### src/common/arb_map.svh
`ifndef ARB_MAP_SVH
`define ARB_MAP_SVH
// Device register indices on the shared register port
`define ARB_REG_RSTA 3'h0
`define ARB_REG_RDATA 3'h1
`define ARB_REG_BAUD 3'h2
`define ARB_REG_DIVL 3'h3
`define ARB_REG_DIVH 3'h4
`define ARB_REG_INTC 3'h5
// Receive status/control bits
`define ARB_RSTA_SERIAL_PORT_ENABLE 7
`define ARB_RSTA_RX9 6
`define ARB_RSTA_RECEIVE_ENABLE 4
`define ARB_RSTA_ADDRESS_DETECT_ENABLE 3
`define ARB_RSTA_FRAMING_ERROR_FLAG 2
`define ARB_RSTA_OVERRUN_ERROR_FLAG 1
`define ARB_RSTA_RECEIVED_NINTH_BIT 0
// Baud control bits
`define ARB_BAUD_WIDE_DIVISOR_SELECT 3
`define ARB_BAUD_HIGH_SPEED_SELECT 2
`define ARB_BAUD_SYNC 1
`define ARB_BAUD_IDLE 0
// Interrupt control bits
`define ARB_INTC_RXIE 1
`define ARB_INTC_PEND 0
// Baud period multipliers, FIFO depth and character bit counts
`define ARB_MULT_64 7'h40
`define ARB_MULT_16 7'h10
`define ARB_MULT_4 7'h04
`define ARB_FIFO_DEPTH 2'h2
`define ARB_BITS_8 4'h8
`define ARB_BITS_9 4'h9
// Controller AXI4-Lite offsets and response codes
`define ARB_AXI_CMD 4'h0
`define ARB_AXI_CFG 4'h4
`define ARB_AXI_STAT 4'h8
`define ARB_AXI_DATA 4'hC
`define ARB_RESP_OKAY 2'h0
`define ARB_RESP_SLVERR 2'h2
// Controller sequence entry points
`define ARB_SEQ_SETUP 4'h0
`define ARB_SEQ_READ 4'h8
`define ARB_SEQ_MATCH 4'hA
`define ARB_SEQ_END 4'hB
`define ARB_SEQ_OVR 4'hC
`endif

### src/common/arb_pkg.sv
package arb_pkg;
  typedef enum logic [3:0] {
    RX_IDLE = 4'h1,
    RX_START = 4'h2,
    RX_DATA = 4'h4,
    RX_STOP = 4'h8
  } arb_rx_state_t;
  typedef enum logic [3:0] {
    HS_IDLE = 4'h1,
    HS_ISSUE = 4'h2,
    HS_ACT = 4'h4,
    HS_CAP = 4'h8
  } arb_host_state_t;
  typedef enum logic [1:0] {
    OP_WRITE = 2'h0,
    OP_READ = 2'h1,
    OP_POLL = 2'h2
  } arb_op_t;
endpackage

### src/common/arb_if.sv
`timescale 1ns/1ps
`default_nettype none
interface arb_if;
  logic [2:0] reg_addr;
  logic reg_wr;
  logic reg_rd;
  logic [7:0] reg_wdata;
  logic [7:0] reg_rdata;
  logic rx_irq;
  modport device (input reg_addr, input reg_wr, input reg_rd, input reg_wdata, output reg_rdata, output rx_irq);
  modport host (output reg_addr, output reg_wr, output reg_rd, output reg_wdata, input reg_rdata, input rx_irq);
endinterface
`default_nettype wire

### src/core/arb_rx_host.sv
// The implementer's own choices: the placing of the registers and the AXI4-Lite interface to the registers.
`timescale 1ns/1ps
`default_nettype none
`include "arb_map.svh"
module arb_rx_host (
  // Clock and reset
  input wire logic clk,
  input wire logic rst_n,
  // AXI4-Lite write channels
  input wire logic [3:0] s_axi_awaddr,
  input wire logic s_axi_awvalid,
  output logic s_axi_awready,
  input wire logic [31:0] s_axi_wdata,
  input wire logic [3:0] s_axi_wstrb,
  input wire logic s_axi_wvalid,
  output logic s_axi_wready,
  output logic [1:0] s_axi_bresp,
  output logic s_axi_bvalid,
  input wire logic s_axi_bready,
  // AXI4-Lite read channels
  input wire logic [3:0] s_axi_araddr,
  input wire logic s_axi_arvalid,
  output logic s_axi_arready,
  output logic [31:0] s_axi_rdata,
  output logic [1:0] s_axi_rresp,
  output logic s_axi_rvalid,
  input wire logic s_axi_rready,
  // Device register port
  arb_if.host dev
);
  arb_pkg::arb_host_state_t state_reg;
  logic [19:0] cfg_reg;
  logic [3:0] seq_reg;
  logic address_detect_enable_on_reg, valid_reg, framing_error_flag_reg, overrun_error_flag_reg, ninth_reg, idle_reg;
  logic [7:0] data_reg;
  logic [2:0] addr_reg;
  logic [7:0] wdata_reg;
  logic wr_reg, rd_reg, bvalid_reg, rvalid_reg;
  logic [1:0] bresp_reg, rresp_reg;
  logic [31:0] rdata_reg;

  // Op table: kind, device index, data, last
  wire rx9 = cfg_reg[18];
  wire [7:0] rs_base = (8'h01 << `ARB_RSTA_SERIAL_PORT_ENABLE) | ({7'h00, rx9} << `ARB_RSTA_RX9);
  wire [7:0] rs_addr = {7'h00, cfg_reg[19]} << `ARB_RSTA_ADDRESS_DETECT_ENABLE;
  wire [7:0] rs_cur = {7'h00, address_detect_enable_on_reg} << `ARB_RSTA_ADDRESS_DETECT_ENABLE;
  wire [7:0] rs_receive_enable = 8'h01 << `ARB_RSTA_RECEIVE_ENABLE;
  wire [7:0] baud_w = {4'h0, cfg_reg[17], cfg_reg[16], 2'h0};
  function automatic logic [13:0] op_of(input logic [3:0] s);
    unique case (s)
      4'h0: op_of = {arb_pkg::OP_POLL, `ARB_REG_BAUD, 8'h00, 1'b0};
      4'h1: op_of = {arb_pkg::OP_WRITE, `ARB_REG_DIVL, cfg_reg[7:0], 1'b0};
      4'h2: op_of = {arb_pkg::OP_WRITE, `ARB_REG_DIVH, cfg_reg[15:8], 1'b0};
      4'h3: op_of = {arb_pkg::OP_WRITE, `ARB_REG_BAUD, baud_w, 1'b0};
      4'h4: op_of = {arb_pkg::OP_WRITE, `ARB_REG_RSTA, 8'h01 << `ARB_RSTA_SERIAL_PORT_ENABLE, 1'b0};
      4'h5: op_of = {arb_pkg::OP_WRITE, `ARB_REG_RSTA, rs_base, 1'b0};
      4'h6: op_of = {arb_pkg::OP_WRITE, `ARB_REG_RSTA, rs_base | rs_addr, 1'b0};
      4'h7: op_of = {arb_pkg::OP_WRITE, `ARB_REG_RSTA, rs_base | rs_addr | rs_receive_enable, 1'b1};
      4'h8: op_of = {arb_pkg::OP_READ, `ARB_REG_RSTA, 8'h00, 1'b0};
      4'h9: op_of = {arb_pkg::OP_READ, `ARB_REG_RDATA, 8'h00, 1'b1};
      4'hA: op_of = {arb_pkg::OP_WRITE, `ARB_REG_RSTA, rs_base | rs_receive_enable, 1'b1};
      4'hB: op_of = {arb_pkg::OP_WRITE, `ARB_REG_RSTA, rs_base | rs_addr | rs_receive_enable, 1'b1};
      4'hC: op_of = {arb_pkg::OP_WRITE, `ARB_REG_RSTA, rs_base | rs_cur, 1'b0};
      4'hD: op_of = {arb_pkg::OP_WRITE, `ARB_REG_RSTA, rs_base | rs_cur | rs_receive_enable, 1'b1};
      default: op_of = {arb_pkg::OP_WRITE, `ARB_REG_INTC, 8'h00, 1'b1};
    endcase
  endfunction
  wire [13:0] op = op_of(seq_reg);
  wire [1:0] op_kind = op[13:12];
  wire op_last = op[0];

  // AXI decode
  wire busy = state_reg != arb_pkg::HS_IDLE;
  wire wtake = s_axi_awvalid && s_axi_wvalid && !bvalid_reg;
  wire rtake = s_axi_arvalid && !rvalid_reg;
  wire w_cmd = wtake && s_axi_awaddr == `ARB_AXI_CMD;
  wire w_cfg = wtake && s_axi_awaddr == `ARB_AXI_CFG;
  wire w_ok = w_cmd || w_cfg;
  wire start = w_cmd && !busy && s_axi_wstrb[0] && s_axi_wdata[4:0] != 5'h00;
  wire [3:0] entry = s_axi_wdata[0] ? `ARB_SEQ_SETUP : s_axi_wdata[1] ? `ARB_SEQ_READ :
                     s_axi_wdata[2] ? `ARB_SEQ_MATCH : s_axi_wdata[3] ? `ARB_SEQ_END : `ARB_SEQ_OVR;
  wire [31:0] stat = {25'h0, dev.rx_irq, idle_reg, ninth_reg, overrun_error_flag_reg, framing_error_flag_reg, valid_reg, busy};
  wire r_ok = s_axi_araddr == `ARB_AXI_CMD || s_axi_araddr == `ARB_AXI_CFG ||
              s_axi_araddr == `ARB_AXI_STAT || s_axi_araddr == `ARB_AXI_DATA;
  wire [31:0] r_mux = s_axi_araddr == `ARB_AXI_CFG ? {12'h000, cfg_reg} :
                      s_axi_araddr == `ARB_AXI_STAT ? stat :
                      s_axi_araddr == `ARB_AXI_DATA ? {24'h000000, data_reg} : 32'h00000000;
  wire status_rd = rtake && s_axi_araddr == `ARB_AXI_STAT;
  assign s_axi_awready = wtake;
  assign s_axi_wready = wtake;
  assign s_axi_arready = !rvalid_reg;
  assign s_axi_bvalid = bvalid_reg;
  assign s_axi_bresp = bresp_reg;
  assign s_axi_rvalid = rvalid_reg;
  assign s_axi_rresp = rresp_reg;
  assign s_axi_rdata = rdata_reg;
  assign dev.reg_addr = addr_reg;
  assign dev.reg_wdata = wdata_reg;
  assign dev.reg_wr = wr_reg;
  assign dev.reg_rd = rd_reg;

  always_ff @(posedge clk or negedge rst_n) begin
    if (!rst_n) begin
      bvalid_reg <= 1'b0;
      bresp_reg <= `ARB_RESP_OKAY;
      rvalid_reg <= 1'b0;
      rresp_reg <= `ARB_RESP_OKAY;
      rdata_reg <= 32'h00000000;
      cfg_reg <= 20'h00000;
    end else begin
      if (wtake) begin
        bvalid_reg <= 1'b1;
        bresp_reg <= w_ok ? `ARB_RESP_OKAY : `ARB_RESP_SLVERR;
      end else if (s_axi_bready) bvalid_reg <= 1'b0;
      if (rtake) begin
        rvalid_reg <= 1'b1;
        rresp_reg <= r_ok ? `ARB_RESP_OKAY : `ARB_RESP_SLVERR;
        rdata_reg <= r_mux;
      end else if (s_axi_rready) rvalid_reg <= 1'b0;
      if (w_cfg && !busy) cfg_reg <= s_axi_wdata[19:0];
    end
  end

  // Sequencer over the device port
  always_ff @(posedge clk or negedge rst_n) begin
    if (!rst_n) begin
      state_reg <= arb_pkg::HS_IDLE;
      seq_reg <= 4'h0;
      {wr_reg, rd_reg, address_detect_enable_on_reg} <= 3'h0;
      addr_reg <= 3'h0;
      wdata_reg <= 8'h00;
      {valid_reg, framing_error_flag_reg, overrun_error_flag_reg, ninth_reg, idle_reg} <= 5'h00;
      data_reg <= 8'h00;
    end else begin
      if (status_rd) valid_reg <= 1'b0;
      unique case (state_reg)
        arb_pkg::HS_IDLE: if (start) begin
          seq_reg <= entry;
          state_reg <= arb_pkg::HS_ISSUE;
        end
        arb_pkg::HS_ISSUE: begin
          addr_reg <= op[11:9];
          wdata_reg <= op[8:1];
          wr_reg <= op_kind == arb_pkg::OP_WRITE;
          rd_reg <= op_kind != arb_pkg::OP_WRITE;
          state_reg <= arb_pkg::HS_ACT;
        end
        arb_pkg::HS_ACT: begin
          {wr_reg, rd_reg} <= 2'h0;
          state_reg <= arb_pkg::HS_CAP;
        end
        arb_pkg::HS_CAP: begin
          if (seq_reg == `ARB_SEQ_READ) begin
            framing_error_flag_reg <= dev.reg_rdata[`ARB_RSTA_FRAMING_ERROR_FLAG];
            overrun_error_flag_reg <= dev.reg_rdata[`ARB_RSTA_OVERRUN_ERROR_FLAG];
            ninth_reg <= dev.reg_rdata[`ARB_RSTA_RECEIVED_NINTH_BIT];
          end
          if (seq_reg == `ARB_SEQ_READ + 4'h1) begin
            data_reg <= dev.reg_rdata;
            valid_reg <= 1'b1;
          end
          if (op_kind == arb_pkg::OP_POLL) idle_reg <= dev.reg_rdata[`ARB_BAUD_IDLE];
          if (seq_reg == 4'h6 || seq_reg == `ARB_SEQ_END) address_detect_enable_on_reg <= cfg_reg[19];
          if (seq_reg == `ARB_SEQ_MATCH) address_detect_enable_on_reg <= 1'b0;
          if (op_kind == arb_pkg::OP_POLL && !dev.reg_rdata[`ARB_BAUD_IDLE]) state_reg <= arb_pkg::HS_ISSUE;
          else if (op_last) state_reg <= arb_pkg::HS_IDLE;
          else begin
            seq_reg <= seq_reg + 4'h1;
            state_reg <= arb_pkg::HS_ISSUE;
          end
        end
        default: state_reg <= arb_pkg::HS_IDLE;
      endcase
    end
  end
endmodule // arb_rx_host
`default_nettype wire

### src/flat_wrapper.sv
// flat-port wrapper written by rule: the top's interface ports become plain ports
module arb_rx_host_flat 
  (clk, rst_n, s_axi_awaddr, s_axi_awvalid, s_axi_awready, s_axi_wdata, s_axi_wstrb, s_axi_wvalid, s_axi_wready, s_axi_bresp, s_axi_bvalid, s_axi_bready, s_axi_araddr, s_axi_arvalid, s_axi_arready, s_axi_rdata, s_axi_rresp, s_axi_rvalid, s_axi_rready, dev_reg_addr, dev_reg_wr, dev_reg_rd, dev_reg_wdata, dev_reg_rdata, dev_rx_irq);
  arb_if dev_i ();
  input wire logic clk;
  input wire logic rst_n;
  input wire logic [3:0] s_axi_awaddr;
  input wire logic s_axi_awvalid;
  output logic s_axi_awready;
  input wire logic [31:0] s_axi_wdata;
  input wire logic [3:0] s_axi_wstrb;
  input wire logic s_axi_wvalid;
  output logic s_axi_wready;
  output logic [1:0] s_axi_bresp;
  output logic s_axi_bvalid;
  input wire logic s_axi_bready;
  input wire logic [3:0] s_axi_araddr;
  input wire logic s_axi_arvalid;
  output logic s_axi_arready;
  output logic [31:0] s_axi_rdata;
  output logic [1:0] s_axi_rresp;
  output logic s_axi_rvalid;
  input wire logic s_axi_rready;
  output wire logic [$bits(dev_i.reg_addr)-1:0] dev_reg_addr;
  output wire logic [$bits(dev_i.reg_wr)-1:0] dev_reg_wr;
  output wire logic [$bits(dev_i.reg_rd)-1:0] dev_reg_rd;
  output wire logic [$bits(dev_i.reg_wdata)-1:0] dev_reg_wdata;
  input wire logic [$bits(dev_i.reg_rdata)-1:0] dev_reg_rdata;
  input wire logic [$bits(dev_i.rx_irq)-1:0] dev_rx_irq;
  assign dev_reg_addr = dev_i.reg_addr;
  assign dev_reg_wr = dev_i.reg_wr;
  assign dev_reg_rd = dev_i.reg_rd;
  assign dev_reg_wdata = dev_i.reg_wdata;
  assign dev_i.reg_rdata = dev_reg_rdata;
  assign dev_i.rx_irq = dev_rx_irq;
  arb_rx_host u_core (.clk(clk), .rst_n(rst_n), .s_axi_awaddr(s_axi_awaddr), .s_axi_awvalid(s_axi_awvalid), .s_axi_awready(s_axi_awready), .s_axi_wdata(s_axi_wdata), .s_axi_wstrb(s_axi_wstrb), .s_axi_wvalid(s_axi_wvalid), .s_axi_wready(s_axi_wready), .s_axi_bresp(s_axi_bresp), .s_axi_bvalid(s_axi_bvalid), .s_axi_bready(s_axi_bready), .s_axi_araddr(s_axi_araddr), .s_axi_arvalid(s_axi_arvalid), .s_axi_arready(s_axi_arready), .s_axi_rdata(s_axi_rdata), .s_axi_rresp(s_axi_rresp), .s_axi_rvalid(s_axi_rvalid), .s_axi_rready(s_axi_rready), .dev(dev_i));
endmodule
### config.mk
export PLATFORM = sky130hd
export DESIGN_NAME = arb_rx_host_flat
export DESIGN_NICKNAME = d
export VERILOG_FILES = /design/src/common/arb_pkg.sv /design/src/common/arb_if.sv /design/src/core/arb_rx_host.sv /design/src/flat_wrapper.sv
export VERILOG_INCLUDE_DIRS = /design/src /design/src/common
export SDC_FILE = /design/constraint.sdc
export NUM_CORES = 1
export LEC_CHECK = 0
export CORE_MARGIN = 8
export CORE_UTILIZATION = 55
export DETAILED_ROUTE_END_ITERATION = 7
export DONT_BUFFER_PORTS = 1
export PLACE_DENSITY = 0.7
export SLEW_MARGIN = 30
export SYNTH_ARGS = -nofsm -noshare
export SYNTH_HDL_FRONTEND = slang
export SYNTH_SLANG_ARGS = --single-unit
### constraint.sdc
create_clock -name clk -period 2.1 [get_ports clk]
set_input_delay 0.42 -clock clk [delete_from_list [all_inputs] [get_ports clk]]
set_output_delay 0.42 -clock clk [all_outputs]
set_load 0.03 [all_outputs]
==> metrics, run 1 <==
CP Data Required Time 2.37 ns; failing checks hold timing; max-slew violations 0; Clk Latency, worst-skew pair 0.36 ns; Sink Count 79; initial antenna violation count 0; CP Capture Type register; post-CTS setup buffers 0; Die Y 99.1 µm; Top FF cell, synth dfrtp_1; Pleak 1.87 nW; max-cap violations 0; unrepaired setup endpoints after global routing no; DR pass1 iterations 5; fin crit share 0.948; commonest cells after routing, fill and taps aside dfrtp_1, mux2_2, nand2_1; Fin. Hold Viols 79; initial cell density of the core 0.565; DP Wirelength 6.61 mm; Post-Synthesis Cells 340; Peak supply drop 675 µV; DR WL/cell 21.5 µm; WL final 9.26 mm; CP Cell Sequence or4b_4 > o32a_4 > a22o_1 > a311oi_1; FP Rows 30; clock slew at reported path FFs 0.09 ns; worst rel slew slack 0.632; CP arrival 2.26 ns; grt total ovfl 0; synthesis-to-layout area growth 7.98%; setup TNS 0 ns; startpoint types register; share of cells above drive strength 1 0.237; Synth area leaders dfrtp_1, mux2_2, a22o_1; Avg Cell Area, Syn 11.2 µm²; Core ar. 6720 µm²; chip width 99.1 µm; largest net degree at the start of global routing 80; Root Driver clkbuf_8; power density over the cells 888 nW/µm²; slowest CP cell dfstp_2; top-area cell type share of the netlist area 0.515; slowest stage delay, CP 0.59 ns; hold_ws -0.255 ns; status finished, violations left; Hold Crit Class input port to async pin; cell taking the most area after synthesis dfrtp_1; global-route wire length before repair 14.9 mm; Starting DRT DRC Count 160; CTS Buf Count 9; crit-path leading delay family compound AO/OA/AOI/OAI gates; Port Buffers 0; die area 9810 µm²; Finish-stage setup viols 0; Mapped Area 3790 µm²; WS Path Type register to register; vias in the first global route 2761; placed cell count 414; multi-input logic area 1650 µm²; min Tclk post-route 1.99 ns; total number of vias 2686; post-synth cell types 52; fraction of registers with async set/reset 1.00; Clock Skews 0.00726 ns; most common cell after layout, fill and taps aside dfrtp_1; Buf/Inv on CP 0; EDFF count, synth 0; Register Area 1980 µm²; Finished Core Util 0.610; CTS tree done; fillcell total 554; Slew @ Worst Pin 0.551 ns; IO Pins 114; clock buffer depth 2; net count reported at finish 409; CTS HTree Levels 3; post-route ant nets 0; critical path peak fanout 7; Residual DRC 0; sequential area share after synthesis 0.521; GRT Total Usage 0.195; #FFs+latches synth 79; Antenna Cells 0; vias per inst 6.25; placer congestion estimate 0.870; Syn. warnings 0; Cell Count, Final, Fillers Out 430; Achievable Freq 502 MHz
==> report_power, final <==
part	switching, W	total, W	internal [W]
clock network	0.000587	0.00115	0.000561
logic	0.000351	0.000605	0.000254
registers	0.000226	0.00188	0.00166
==> logic make-up after synthesis <==
family,count (synthesis),share of synthesized area
multiplexers,39,0.115
buffers and inverters,46,0.0623
AND/OR/NAND/NOR,77,0.108
adder cells (fa/ha/maj),4,0.0132
AO/OA/AOI/OAI,93,0.177
XOR/XNOR,1,0.00231
other,1,0.000988
flip-flops,79,0.521
==> routing by layer <==
| metal | part of all wire | track usage | vias up | routed length [µm] |
|---|---|---|---|---|
| met5 | 0 | 0 | - | 0 |
| li1 | - | - | 1230 | - |
| met2 | 0.45 | 0.292 | 103 | 4190 |
| met1 | 0.43 | 0.254 | 1338 | 4010 |
| met4 | 0.015 | 0.0675 | 0 | 137 |
| met3 | 0.099 | 0.0705 | 15 | 913 |
==> final timing paths <==
path                                     start                   to  slack (ns)  depth (start not counted)
hold / removal                           rst_n  u_core.s_axi_rvalid       -0.26                          0
setup reg to reg           u_core.state_reg[0]    u_core.seq_reg[3]        0.11                          4
hold reg to reg               u_core.ninth_reg     u_core.ninth_reg        0.51                          1
setup / recovery           u_core.state_reg[0]    u_core.seq_reg[3]        0.11                          4
max in group asynchronous                rst_n  u_core.state_reg[0]        2.14                          0
min in group clk                  s_axi_rready  u_core.s_axi_rvalid        0.14                          1
==> Yosys cell counts, types with 4 or more instances <==
cell and instances:
dfrtp_1 78, mux2_2 38, nand2_1 34, o21ai_0 24, clkbuf_1 21, a22o_1 16
buf_4 15, a22oi_1 13, nor2_1 11, a21oi_1 9, inv_1 9, a21o_1 4
ha_1 4, nand2b_1 4, nor4b_1 4
==> layout make-up <==
class                      count  share of cell area
clock buffer                   9              0.0302
multi-input combinational    228               0.402
tap                           80              0.0244
sequential                    79               0.483
clock inverter                 7              0.0189
timing repair buffer          18              0.0330
inverter                       9             0.00825
==> through the flow <==
stage	area [µm²]	total power, W	setup WS [ns]
detailed placement	3880	0.00249	0.0691
global placement	3880	0.00247	0.138
global route	4100	0.00380	0.0122
CTS	4080	0.00365	0.0520
floorplan	3840	0.00233	0.206
finish	4100	0.00364	0.110
==> repair_timing <==
action                                  4_1_cts  5_1_grt
endpoints found under the setup margin        0        6
hold endpoints to repair                     79       79
resized for setup                             0        4
Power figures use the tool's default switching activity.
==> inputs of run 2 (changes only) <==
--- a/config.mk
+++ b/config.mk
@@ -10,6 +10,7 @@
 export CORE_UTILIZATION = 55
 export DETAILED_ROUTE_END_ITERATION = 7
 export DONT_BUFFER_PORTS = 1
+export MAX_ROUTING_LAYER = met4
 export PLACE_DENSITY = 0.7
 export SLEW_MARGIN = 30
 export SYNTH_ARGS = -nofsm -noshare
==> metrics, run 2 (synthesized netlist as in run 1, its figures left out) <==
Pleak 1.87 nW (unchanged); fin crit share 0.949 (+0.00160); Core ar. 6720 µm² (unchanged); WP depth 4 (unchanged); CTS HTree Levels 3 (unchanged); IO Pins 114 (unchanged); min Tclk post-route 1.99 ns (+0.00335 ns); Starting DRT DRC Count 151 (-5.6%); placed cell areas 3880 µm² (unchanged); clock slew at reported path FFs 0.09 ns (about the same); Achievable Freq 502 MHz (-0.17%); worst r2r path cells 4 (unchanged); commonest cells after routing, fill and taps aside dfrtp_1, mux2_2, nand2_1; post-route cell area 4100 µm² (unchanged); net count reported at finish 409 (unchanged); most common cell after layout, fill and taps aside dfrtp_1; clock buffer depth 2 (unchanged); wire length on met2 4.17 mm (-0.48%); max-cap violations 0 (unchanged); CTS tree done; critical path peak fanout 7 (unchanged); setup TNS 0 ns (unchanged); placer congestion estimate 0.885 (+1.6%); CTS Buf Count 9 (unchanged); power density over the cells 887 nW/µm² (about the same); failing checks hold timing; Finish-stage setup viols 0 (unchanged); GRT Total Usage 0.200 (+0.00519); Clock Skews 0.00752 ns (+0.000258 ns); DP Wirelength 6.61 mm (unchanged); worst rel slew slack 0.633 (+0.000931); Residual DRC 0 (unchanged); startpoint types register; max-slew violations 0 (unchanged); grt total ovfl 0 (unchanged); DR pass1 iterations 4 (-1); share of cells above drive strength 1 0.237 (unchanged); initial antenna violation count 0 (unchanged); Met3 Wirelength 770 µm (-16%); CP Capture Type register; vias in the first global route 2773 (+0.43%); Peak supply drop 675 µV (about the same); Slew @ Worst Pin 0.549 ns (-0.00139 ns); synthesis-to-layout area growth 7.98% (unchanged); global-route wire length before repair 14.9 mm (-0.27%); Die Y 99.1 µm (unchanged); largest net degree at the start of global routing 80 (unchanged); FP Rows 30 (unchanged); Buf/Inv on CP 0 (unchanged); chip width 99.1 µm (unchanged); Top Metal Used met4; Port Buffers 0 (unchanged); unrepaired setup endpoints after global routing no; WS Path Type register to register; reg-to-reg startpoint u_core.state_reg[0]; vias per inst 6.15 (-1.6%); Clk Latency, worst-skew pair 0.36 ns (about the same); WL final 9.26 mm (about the same); total number of vias 2644 (-1.6%); Register Area 1980 µm² (unchanged); CP arrival 2.26 ns (about the same); worst reg-to-reg setup slack 0.11 ns (about the same); hold_ws -0.253 ns (+0.00286 ns); initial cell density of the core 0.565 (unchanged); M1 wire length 4.23 mm (+5.4%); Fin. Hold Viols 79 (unchanged); CP Launch Point u_core.state_reg[0]; multi-input logic area 1650 µm² (unchanged); Antenna Cells 0 (unchanged); CP Cell Sequence or4b_4 > o32a_4 > a22o_1 > a311oi_1; Root Driver clkbuf_8; Sink Count 79 (unchanged); fillcell total 554 (unchanged); DR WL/cell 21.5 µm (about the same); CP Data Required Time 2.36 ns (about the same); status finished, violations left; crit path capture u_core.seq_reg[3]; RR Endpoint u_core.seq_reg[3]; die area 9810 µm² (unchanged); slowest CP cell dfstp_2; Hold Crit Class input port to async pin; slowest stage delay, CP 0.59 ns (about the same); crit-path leading delay family compound AO/OA/AOI/OAI gates; post-route ant nets 0 (unchanged)
## run 2: cell counts in the layout (fill, tap and decap cells not counted)
No cell type changed its count.
## run 2: where the power goes
part | switching, W | internal, W
Combinational | 0.000350 | 0.000254
Sequential | 0.000227 | 0.00166
Clock | 0.000584 | 0.000561
Total | 0.00116 | 0.00247
## run 2: how the worst min path moves through the flow
stage                      from                                   to  slack, ns  cells past startpoint
after global routing      rst_n                u_core.s_axi_rdata[8]      -0.27                      0
after detailed placement  rst_n                u_core.s_axi_rdata[8]       0.13                      0
after floorplan           rst_n  u_core.address_detect_enable_on_reg       0.12                      0
after global placement    rst_n                u_core.s_axi_rdata[9]       0.13                      0
after CTS                 rst_n                   u_core.cfg_reg[18]      -0.28                      0
final                     rst_n                  u_core.s_axi_rvalid      -0.25                      0
## run 2: through the flow
step	cells	worst slack (ns)	total power [W]	utilization
2_1_floorplan	353	0.206	0.00233	-
3_3_place_gp	414	0.138	0.00247	0.578
3_5_place_dp	414	0.0691	0.00249	0.578
4_1_cts	430	0.0520	0.00365	0.608
5_1_grt	430	0.0122	0.00380	0.610
6_report	430	0.106	0.00364	0.610
## run 2: what timing repair did
| action | 4_1_cts | 5_1_grt |
|---|---|---|
| buffers inserted | 0 | 0 |
| hold endpoints to repair | 79 | 79 |
| setup endpoints to repair | 0 | 6 |
| gates resized for setup | 0 | 4 |
## run 2: routing by layer
metal  global-route usage  vias to the layer above
met4               0.0675                        0
met3               0.0620                        8
met1                0.258                     1314
met5                    -                        -
met2                0.292                       89
li1                     -                     1233
## run 2: layout make-up
cell class	instances	share of cell area
clock buffer	9	0.0302
clock inverter	7	0.0189
timing repair buffer	18	0.0330
multi-input combinational	228	0.402
sequential	79	0.483
tap	80	0.0244
inverter	9	0.00825
